**src/rtl/hpslc_regs.svh**
```systemverilog
// Offsets, field positions and reset values of the slot and link tuning registers
`ifndef HPSLC_REGS_SVH
`define HPSLC_REGS_SVH
`define HPSLC_OFF_SLOT_FEATURES 8'hC4
`define HPSLC_OFF_SLOT_CTL 8'hC8
`define HPSLC_OFF_PHY_TUNE0 8'hCC
`define HPSLC_OFF_PHY_TUNE1 8'hD0
`define HPSLC_OFF_EVT_CLEAR 8'hE0
`define HPSLC_OFF_IRQ_ENABLE 8'hE4
`define HPSLC_CAP_MASK 32'h0000005D
`define HPSLC_CTL_W 11
`define HPSLC_CTL_RST 11'h000
`define HPSLC_EVT_W 5
`define HPSLC_EVT_LSB 16
`define HPSLC_MRL_STATE_BIT 21
`define HPSLC_PRES_STATE_BIT 22
`define HPSLC_CTL_MASTER_BIT 5
`define HPSLC_PHY0_LO_W 13
`define HPSLC_PHY0_LO_RST 13'h1060
`define HPSLC_PHY0_HI_RST 16'h0400
`define HPSLC_PHY1_LO_W 10
`define HPSLC_PHY1_LO_RST 10'h000
`define HPSLC_PHY1_HI_RST 16'h0000
`endif

```
**src/rtl/hpslc_pkg.sv**
```systemverilog
// Types shared by the slot and link tuning register bank
package hpslc_pkg;
   typedef logic [7:0] hpslc_addr_t;
   typedef logic [31:0] hpslc_word_t;
   typedef logic [4:0] hpslc_evt_t;
endpackage

```
**src/rtl/hotplug_slot_link_cfg_regs.sv**
```systemverilog
// Hot-plug slot capability, control, status and link tuning registers
// Behaviour
// - Presence bits 0,2,3,4,6 read one with hot-plug strapped in reverse mode, else zero.
// - Those presence bits take their value from the strap at reset.
// - Power limit, scale and physical slot number fields read constant zero.
// - Slot event enables, bits 0 to 4, read-write, cleared at reset.
// - Master interrupt enable bit 5, indicator fields and power control, cleared at reset.
// - Hot reset, loopback, crosslink enables bits 0 to 2, cleared at reset.
// - Bit 3 sends the link state machine to Configuration; resets to zero.
// - Bit 4 selects internal debug mode; resets to zero.
// - Lane negotiation tries 7:5 reset 3h; TS1 count 12:8 reset 10h.
// - L1-entry timer default bits 31:16 read-write, reset 0400h.
//
// Local design decision: the plain strobed port.
`timescale 1ns/10ps
`include "hpslc_regs.svh"
module hotplug_slot_link_cfg_regs (
   // Clock and reset
   input wire logic ref_clk,
   input wire logic rst,
   // Register port
   input wire hpslc_pkg::hpslc_addr_t regAddr,
   input wire hpslc_pkg::hpslc_word_t regWrData,
   input wire logic regWrEn,
   input wire logic regRdEn,
   output hpslc_pkg::hpslc_word_t regRdData,
   // Straps
   input wire logic hotPlugStrap,
   input wire logic reverseMode,
   // Slot events and states from the hot-plug controller
   input wire hpslc_pkg::hpslc_evt_t slotEvt,
   input wire logic mrlState,
   input wire logic presenceState,
   // Slot controls
   output logic [1:0] attnIndCtl,
   output logic [1:0] pwrIndCtl,
   output logic pwrCtlCtl,
   output logic hotPlugIrq,
   // Link tuning controls
   output logic hotResetEn,
   output logic loopbackEn,
   output logic crosslinkEn,
   output logic swDirectCfg,
   output logic debugSel,
   output logic [2:0] laneNegTries,
   output logic [4:0] ts1Count,
   output logic [15:0] l1EnterTimer,
   output logic [9:0] l0sLifetime,
   output logic [15:0] l1Lifetime
);

   ////////////////////////////////////////////////////////////////////////////
   // Decode

   // Shared write decode
   function automatic logic wrHit(input hpslc_pkg::hpslc_addr_t a,
                                  input hpslc_pkg::hpslc_addr_t off);
      wrHit = regWrEn && (a == off);
   endfunction

   logic hpCapReg;
   logic [`HPSLC_CTL_W-1:0] slotCtlReg;
   hpslc_pkg::hpslc_evt_t evtReg;
   hpslc_pkg::hpslc_evt_t evtNext;
   hpslc_pkg::hpslc_evt_t irqEnReg;
   logic mrlStateReg;
   logic presStateReg;
   logic [`HPSLC_PHY0_LO_W-1:0] phy0LoReg;
   logic [15:0] phy0HiReg;
   logic [`HPSLC_PHY1_LO_W-1:0] phy1LoReg;
   logic [15:0] phy1HiReg;
   hpslc_pkg::hpslc_word_t capWord;
   hpslc_pkg::hpslc_word_t rdNext;
   hpslc_pkg::hpslc_evt_t evtClr;

   ////////////////////////////////////////////////////////////////////////////
   // Strap capture

   // Caught while reset is held so the presence bits follow the strap
   always_ff @(posedge ref_clk) begin
      if (rst) begin
         hpCapReg <= hotPlugStrap & reverseMode;
      end
   end

   // Strap-dependent bits only; power limit and slot number stay zero
   assign capWord = hpCapReg ? `HPSLC_CAP_MASK : 32'h00000000;

   ////////////////////////////////////////////////////////////////////////////
   // Slot control

   // Enables, indicators and power control, zero after reset
   always_ff @(posedge ref_clk) begin
      if (rst) begin
         slotCtlReg <= `HPSLC_CTL_RST;
      end else if (wrHit(regAddr, `HPSLC_OFF_SLOT_CTL)) begin
         slotCtlReg <= regWrData[`HPSLC_CTL_W-1:0];
      end
   end

   assign attnIndCtl = slotCtlReg[7:6];
   assign pwrIndCtl = slotCtlReg[9:8];
   assign pwrCtlCtl = slotCtlReg[10];

   ////////////////////////////////////////////////////////////////////////////
   // Slot status and interrupt

   // Clear pulses only on writes to the clear register
   assign evtClr = wrHit(regAddr, `HPSLC_OFF_EVT_CLEAR) ?
                   regWrData[`HPSLC_EVT_W-1:0] : 5'h00;

   // Sticky event bits; an event in the clearing cycle survives
   genvar gi;
   generate
      for (gi = 0; gi < `HPSLC_EVT_W; gi++) begin : g_evt
         assign evtNext[gi] = slotEvt[gi] | (evtReg[gi] & ~evtClr[gi]);
      end
   endgenerate

   // Status is not software-writable at its own offset
   always_ff @(posedge ref_clk) begin
      if (rst) begin
         evtReg <= 5'h00;
         mrlStateReg <= 1'b0;
         presStateReg <= 1'b0;
      end else begin
         evtReg <= evtNext;
         mrlStateReg <= mrlState;
         presStateReg <= presenceState;
      end
   end

   // Interrupt enable register, same layout as the events
   always_ff @(posedge ref_clk) begin
      if (rst) begin
         irqEnReg <= 5'h00;
      end else if (wrHit(regAddr, `HPSLC_OFF_IRQ_ENABLE)) begin
         irqEnReg <= regWrData[`HPSLC_EVT_W-1:0];
      end
   end

   // Gated by the slot enables and the master enable as well
   assign hotPlugIrq = slotCtlReg[`HPSLC_CTL_MASTER_BIT] &
                       (|(evtReg & irqEnReg & slotCtlReg[`HPSLC_EVT_W-1:0]));

   ////////////////////////////////////////////////////////////////////////////
   // Link tuning registers

   // Tuning word 0
   always_ff @(posedge ref_clk) begin
      if (rst) begin
         phy0LoReg <= `HPSLC_PHY0_LO_RST;
         phy0HiReg <= `HPSLC_PHY0_HI_RST;
      end else if (wrHit(regAddr, `HPSLC_OFF_PHY_TUNE0)) begin
         phy0LoReg <= regWrData[`HPSLC_PHY0_LO_W-1:0];
         phy0HiReg <= regWrData[31:16];
      end
   end

   // Tuning word 1
   always_ff @(posedge ref_clk) begin
      if (rst) begin
         phy1LoReg <= `HPSLC_PHY1_LO_RST;
         phy1HiReg <= `HPSLC_PHY1_HI_RST;
      end else if (wrHit(regAddr, `HPSLC_OFF_PHY_TUNE1)) begin
         phy1LoReg <= regWrData[`HPSLC_PHY1_LO_W-1:0];
         phy1HiReg <= regWrData[31:16];
      end
   end

   assign hotResetEn = phy0LoReg[0];
   assign loopbackEn = phy0LoReg[1];
   assign crosslinkEn = phy0LoReg[2];
   assign swDirectCfg = phy0LoReg[3];
   assign debugSel = phy0LoReg[4];
   assign laneNegTries = phy0LoReg[7:5];
   assign ts1Count = phy0LoReg[12:8];
   assign l1EnterTimer = phy0HiReg;
   assign l0sLifetime = phy1LoReg;
   assign l1Lifetime = phy1HiReg;

   ////////////////////////////////////////////////////////////////////////////
   // Read path

   // Reserved and unmapped bits read zero; the clear register reads zero
   always_comb begin
      rdNext = 32'h00000000;
      case (regAddr)
         `HPSLC_OFF_SLOT_FEATURES: rdNext = capWord;
         `HPSLC_OFF_SLOT_CTL: begin
            rdNext[`HPSLC_CTL_W-1:0] = slotCtlReg;
            rdNext[`HPSLC_EVT_LSB+4:`HPSLC_EVT_LSB] = evtReg;
            rdNext[`HPSLC_MRL_STATE_BIT] = mrlStateReg;
            rdNext[`HPSLC_PRES_STATE_BIT] = presStateReg;
         end
         `HPSLC_OFF_PHY_TUNE0: rdNext = {phy0HiReg, 3'h0, phy0LoReg};
         `HPSLC_OFF_PHY_TUNE1: rdNext = {phy1HiReg, 6'h00, phy1LoReg};
         `HPSLC_OFF_IRQ_ENABLE: rdNext[`HPSLC_EVT_W-1:0] = irqEnReg;
         default: rdNext = 32'h00000000;
      endcase
   end

   // Data stands only in the cycle after the read strobe
   always_ff @(posedge ref_clk) begin
      if (rst) begin
         regRdData <= 32'h00000000;
      end else if (regRdEn) begin
         regRdData <= rdNext;
      end else begin
         regRdData <= 32'h00000000;
      end
   end
endmodule

```
**config.mk**
```make
export PLATFORM = sky130hd
export DESIGN_NAME = hotplug_slot_link_cfg_regs
export DESIGN_NICKNAME = d
export VERILOG_FILES = /design/src/rtl/hpslc_pkg.sv /design/src/rtl/hotplug_slot_link_cfg_regs.sv
export VERILOG_INCLUDE_DIRS = /design/src /design/src/rtl
export SDC_FILE = /design/constraint.sdc
export NUM_CORES = 1
export LEC_CHECK = 0
export BUFFER_PORTS_ARGS = -buffer_cell sky130_fd_sc_hd__buf_2
export CORE_ASPECT_RATIO = 1.4
export CORE_MARGIN = 2
export CORE_UTILIZATION = 50
export DETAILED_ROUTE_END_ITERATION = 10
export PLACE_DENSITY = 0.79
export SLEW_MARGIN = 40
export SYNTH_ARGS = -nofsm -noshare
export SYNTH_HDL_FRONTEND = slang
export SYNTH_SLANG_ARGS = --single-unit
```
**constraint.sdc**
```tcl
create_clock -name ref_clk -period 2.3 [get_ports ref_clk]
set_clock_uncertainty 0.15 [all_clocks]
set_input_delay 0.46 -clock ref_clk [delete_from_list [all_inputs] [get_ports ref_clk]]
set_output_delay 0.46 -clock ref_clk [all_outputs]
set_load 0.02 [all_outputs]
```
Yosys cells after proc, flatten, opt, wreduce, memory -nomap -nowiden
Cells that the tools add are included.
{ "classes": {"add_sub_neg": 0, "mul": 0, "div": 0, "order_cmp": 0, "eq_ne": 6, "n_shift": 0, "mux": 7, "n_bitwise": 20, "reduce_logical": 7} }
{ "op_table": {"columns": ["op", "count"], "rows": [
  ["$eq 8x8->1 const B", 6],
  ["$pmux 7 s4", 1],
  ["$pmux 9 s3", 1],
  ["$pmux 5 s5", 1],
  ["$pmux 6 s4", 1],
  ["$and 5x5->5", 2],
  ["$and 1x1->1", 7],
  ["$mux 7", 1],
  ["$not 1->1", 6],
  ["$logic_and 1x1->1", 5],
  ["$mux 5", 1],
  ["$or 1x1->1", 5],
  ["$reduce_or 5->1", 1],
  ["$pmux 2 s2", 1],
  ["$reduce_or 2->1", 1]
]} }
{ "totals": {"register_bits": 111, "latch_bits": 0, "ram_bits": 0, "rom_bits": 0, "in_bits": 53, "output_inout_bits": 93, "word_cells": 51, "mem_count": 0} }

Longest topological paths before layout
{ "logic_depth": {"ltp_word": 6, "ltp_mapped": 8, "mapped_depth_nobuf": 4} }

Worst setup path after synthesis
OpenSTA, ideal clock, no wires.
{ "synth_timing": {"path_type": "input -> register", "startpoint": "input port regAddr[2]", "endpoint": "register phy0HiReg[0] (netlist: l1EnterTimer[0])", "setup_ps": 135, "arrival_ps": 1503, "required_ps": 2015, "setup_slack_ps": 512, "cell_stages": 8, "n_path_buf": 4, "cell_sequence": "buf_4 and4b_1 clkbuf_1 nand3_1 buf_2 buf_4 nand2_1 a21oi_2"} }
{ "synth_via": {"elab_chain_cells": 2} }
{ "synth_rtl": {"columns": ["item", "line_no", "rtl"], "rows": [
  ["from (decl)", "hotplug_slot_link_cfg_regs.sv:22", "input wire hpslc_pkg::hpslc_addr_t regAddr,"],
  ["$eq 8x8->1", "hotplug_slot_link_cfg_regs.sv:58", "wrHit = regWrEn && (a == off);"],
  ["$logic_and 1x1->1", "hotplug_slot_link_cfg_regs.sv:58", null],
  ["to (signal assigned)", "hotplug_slot_link_cfg_regs.sv:153", "phy0HiReg <= `HPSLC_PHY0_HI_RST;"],
  ["to (signal assigned)", "hotplug_slot_link_cfg_regs.sv:156", "phy0HiReg <= regWrData[31:16];"],
  ["to (decl)", "hotplug_slot_link_cfg_regs.sv:69", "logic [15:0] phy0HiReg;"]
]} }
No other way between the ends.
A chain may end at the register's enable or synchronous reset.

Worst setup path after layout
{ "layout_timing": {"startpoint": "register evtReg[4]", "endpoint": "output port hotPlugIrq"} }
{ "layout_via": {"elab_chain_cells": 4} }
{ "layout_rtl": {"columns": ["item", "line_no", "rtl"], "rows": [
  ["from (decl)", "hotplug_slot_link_cfg_regs.sv:63", "hpslc_pkg::hpslc_evt_t evtReg;"],
  ["from (signal assigned)", "hotplug_slot_link_cfg_regs.sv:127", "evtReg <= evtNext;"],
  ["$and 5x5->5 (2 in series)", "hotplug_slot_link_cfg_regs.sv:144", "(|(evtReg & irqEnReg & slotCtlReg[`HPSLC_EVT_W-1:0]));"],
  ["$reduce_or 5->1", "hotplug_slot_link_cfg_regs.sv:144", null],
  ["$and 1x1->1", "hotplug_slot_link_cfg_regs.sv:143", "assign hotPlugIrq = slotCtlReg[`HPSLC_CTL_MASTER_BIT] &"],
  ["to (decl)", "hotplug_slot_link_cfg_regs.sv:38", "output logic hotPlugIrq,"]
]} }
No other way between the ends.

==> metrics.md <==
| Metric | Value |
|---|---|
| Status | `finished clean` |
| MaxCap Viol Count | `0` |
| Max FO, Critical Path | `3` |
| Iter 0 DRT Violations | `251` |
| CP required | `1.69 ns` |
| Remaining antenna violation count | `0` |
| Sw frac | `between 20% and 30%` |
| Worst skew pair latency | `roughly 0.35 ns` |
| Inserted Clock Buffers | `9` |
| Post-synth top area cell | `dfxtp_1` |
| FF+latch count, synth | `between 100 and 150` |
| Slew at the pin closest to its max-slew limit | `0.7228 ns` |
| Highest Clock Rate | `0.5036 GHz` |
| Post-synthesis sequential area ratio | `between 40% and 50%` |
| CTS clock-pin slew for the worst setup and hold paths | `approximately 0.070 ns` |
| Final period util | `86.34%` |
| DR vias | `just over 4000` |
| Hold Fails Final Rpt | `0` |
| Most crowded layer after global routing | `met2` |
| P&R area growth vs syn | `23.01%` |
| Ys async rst share | `0%` |
| Row count | `40` |
| Worst path arrival time | `1.38 ns` |
| Worst slew margin | `51.81%` |
| Post-DR wirelength/cell | `around 17 µm` |
| Pleak | `~2.4 nW` |
| R2R cell count | `3` |
| Mapped Avg Cell Area | `just under 9 µm²` |
| Predominant post-synthesis flop cell | `dfxtp_1` |
| Synth Instances | `490` |
| CTS tree | `yes` |
| Crit path kind | `flop to primary output` |
| Unique masters post-synth | `between 40 and 50` |
| P_sw | `~0.82 mW` |
| Power Density | `~680 mW/mm²` |
| IR drop worst, VDD | `0.4578 mV` |
| Largest net degree at the start of global routing | `80` |
| Most area-consuming cells after synthesis | `dfxtp_1 49%, nand2_1 7.5%, a21oi_1 6.5%` |
| Yosys top cell area share | `between 40% and 50%` |
| TritonCTS Sinks | `between 100 and 150` |
| Post-CTS Resized | `0` |
| Logic pwr share | `5.0%` |
| Internal power | `between 2 and 3 mW` |
| Met1 usage | `approximately 28%` |
| Nature of the critical path endpoint | `primary output` |
| Post-CTS Setup Repair Bufs | `0` |
| Hold-fix buffers at CTS | `0` |
| Post-Syn Area | `0.004378 mm²` |
| Share of cells above drive strength 1 | `approximately 34%` |
| DRT Wirelength | `about 13000 µm` |
| Global-route usage over all layers | `25.83%` |
| Core ar. | `0.008558 mm²` |
| Nets | `roughly 670` |
| Initial antenna violation count | `0` |
| CTS root buf | `clkbuf_16` |
| Initial DRT Pass Iterations | `5` |
| Unrepaired setup endpoints after global routing | `no` |
| Slew Viols, Final | `0` |
| Drt via density | `roughly 5.7` |
| Routability cong. | `0.8430` |
| CTS Buffer Depth | `2` |
| Depth of the worst hold-timing path | `3` |
| Port Buf Inserts | `between 100 and 150` |
| DRC Markers | `0` |
| H-tree depth | `3` |
| Global-route wire length before repair | `around 20000 µm` |
| Yosys warnings | `0` |
| Setup ws final | `around 0.31 ns` |
| Number of global-route vias before repair | `about 4000` |
| HP Class | `input pin to flop` |
| Tmin final | `around 2.0 ns` |
| Gr ovfl total | `0` |
| CP startpoint kind | `flop` |
| Placement Setup Slack | `about 0.21 ns` |
| Met3 Resource Use GR | `3.821%` |
| # setup viols final | `0` |
| EDFF count, synth | `1` |
| Die H | `between 100 and 150 µm` |
| Clock Power Share | `a little over two fifths` |
| Tot Pwr | `between 3 and 4 mW` |
| IO Pins | `146` |
| Reg power frac | `between 50% and 60%` |
| Diodes inserted | `0` |
| Post-DP HPWL | `between 8000 and 9000 µm` |
| GRT met2 Usage | `46.67%` |
| Die footprint | `approximately 0.0095 mm²` |
| Die width | `83.09 µm` |
| Setup TNS | `0 ns` |
| Initial Utilization | `between 50% and 60%` |
## per-stage QoR
stage	instance area, µm²	hold WS [ns]	util [%]	instances
final	5385	0.1720	62.92	723
after global routing	5385	0.1812	62.92	723
after CTS	5385	0.1588	62.92	723
after detailed placement	5074	0.3060	59.28	707
after global placement	5074	0.2919	59.28	707
after floorplan	4385	0.2863	-	492
## flip-flops by register name (all words and copies together) (netlist names)
name	count
evtReg	5
hpCapReg	1
irqEnReg	5
l0sLifetime	10
l1EnterTimer	16
l1Lifetime	16
mrlStateReg	1
phy0LoReg	13
presStateReg	1
regRdData	29
slotCtlReg	11
## synthesized netlist by cell type (6+ instances only)
master and count:
nand3_1 34, nand2_1 87, buf_4 16, nor2_1 41, mux2_2 17, a21oi_1 57, mux2i_1 15, clkbuf_1 15
a21oi_2 6, nand2_2 6, buf_2 7, a22oi_1 26, dfxtp_1 107
## path summary, 6_finish.rpt
check           startpoint  slack, ns             to
max              evtReg[4]       0.31     hotPlugIrq
max reg2reg       hpCapReg       1.09   regRdData[0]
min reg2reg  slotCtlReg[5]       0.31  slotCtlReg[5]
min          regWrData[12]       0.17  phy0LoReg[12]
## kinds of logic (layout without fill, tap and decap cells)
family | count (synthesis) | in the layout | synth area share, %
mux | 32 | 32 | 7.802
other cells | 1 | 3 | 0.08566
flops | 108 | 108 | 49.61
simple gates | 205 | 205 | 22.64
buf+inv | 46 | 172 | 6.316
compound gates | 98 | 98 | 13.55
## worst max-delay path, cell delays in order (launching register included)
cell	delay, ns
dfxtp_1	0.41
nand3_1	0.11
nand2_1	0.06
a31oi_1	0.04
a31oi_1	0.21
buf_2	0.20
## cells in the final DEF, fill, tap and decap left out, drive strengths merged, types with 2 or more instances in the layout
master | synthesis | routed
dfxtp | 107 | 107
and2 | 4 | 4
mux2 | 17 | 17
nor2 | 41 | 41
nand3b | 4 | 4
a31oi | 4 | 4
nor4b | 2 | 2
nand4 | 6 | 6
and3 | 5 | 5
buf | 30 | 155
inv | 1 | 3
nand2 | 93 | 93
a21o | 2 | 2
a22oi | 26 | 26
nor2b | 5 | 5
mux2i | 15 | 15
a21oi | 63 | 63
conb | 1 | 3
clkbuf | 15 | 12
nand3 | 35 | 35
nand2b | 2 | 2
## metal layers
| layer | up-vias | routed length [µm] | share of wire, % |
|---|---|---|---|
| li1 | 1914 | - | - |
| met1 | 1949 | 4715 | 38 |
| met2 | 189 | 6568 | 52 |
| met3 | 37 | 762 | 6.1 |
| met4 | 0 | 473 | 3.8 |
| met5 | - | 0 | 0 |
## power by group through the flow
stage / clock network [mW] / registers, mW / logic (mW)
6_report: 1.61 / 1.89 / 0.184
3_5_place_dp: 0 / 1.94 / 0.182
5_1_grt: 1.69 / 1.89 / 0.198
4_1_cts: 1.62 / 1.89 / 0.184
3_3_place_gp: 0 / 1.94 / 0.178
2_1_floorplan: 0 / 1.93 / 0.0930
## area by class of cell
| cell class | count | area [µm²] |
|---|---|---|
| clock buffer | 12 | 256.5 |
| clock inverter | 4 | 55.05 |
| fill | 753 | 3173 |
| inverter | 1 | 3.754 |
| multi-input combinational | 338 | 1938 |
| sequential | 108 | 2172 |
| tap | 105 | 131.4 |
| timing repair buffer | 155 | 828.3 |
(Power assumes the default switching activity.)
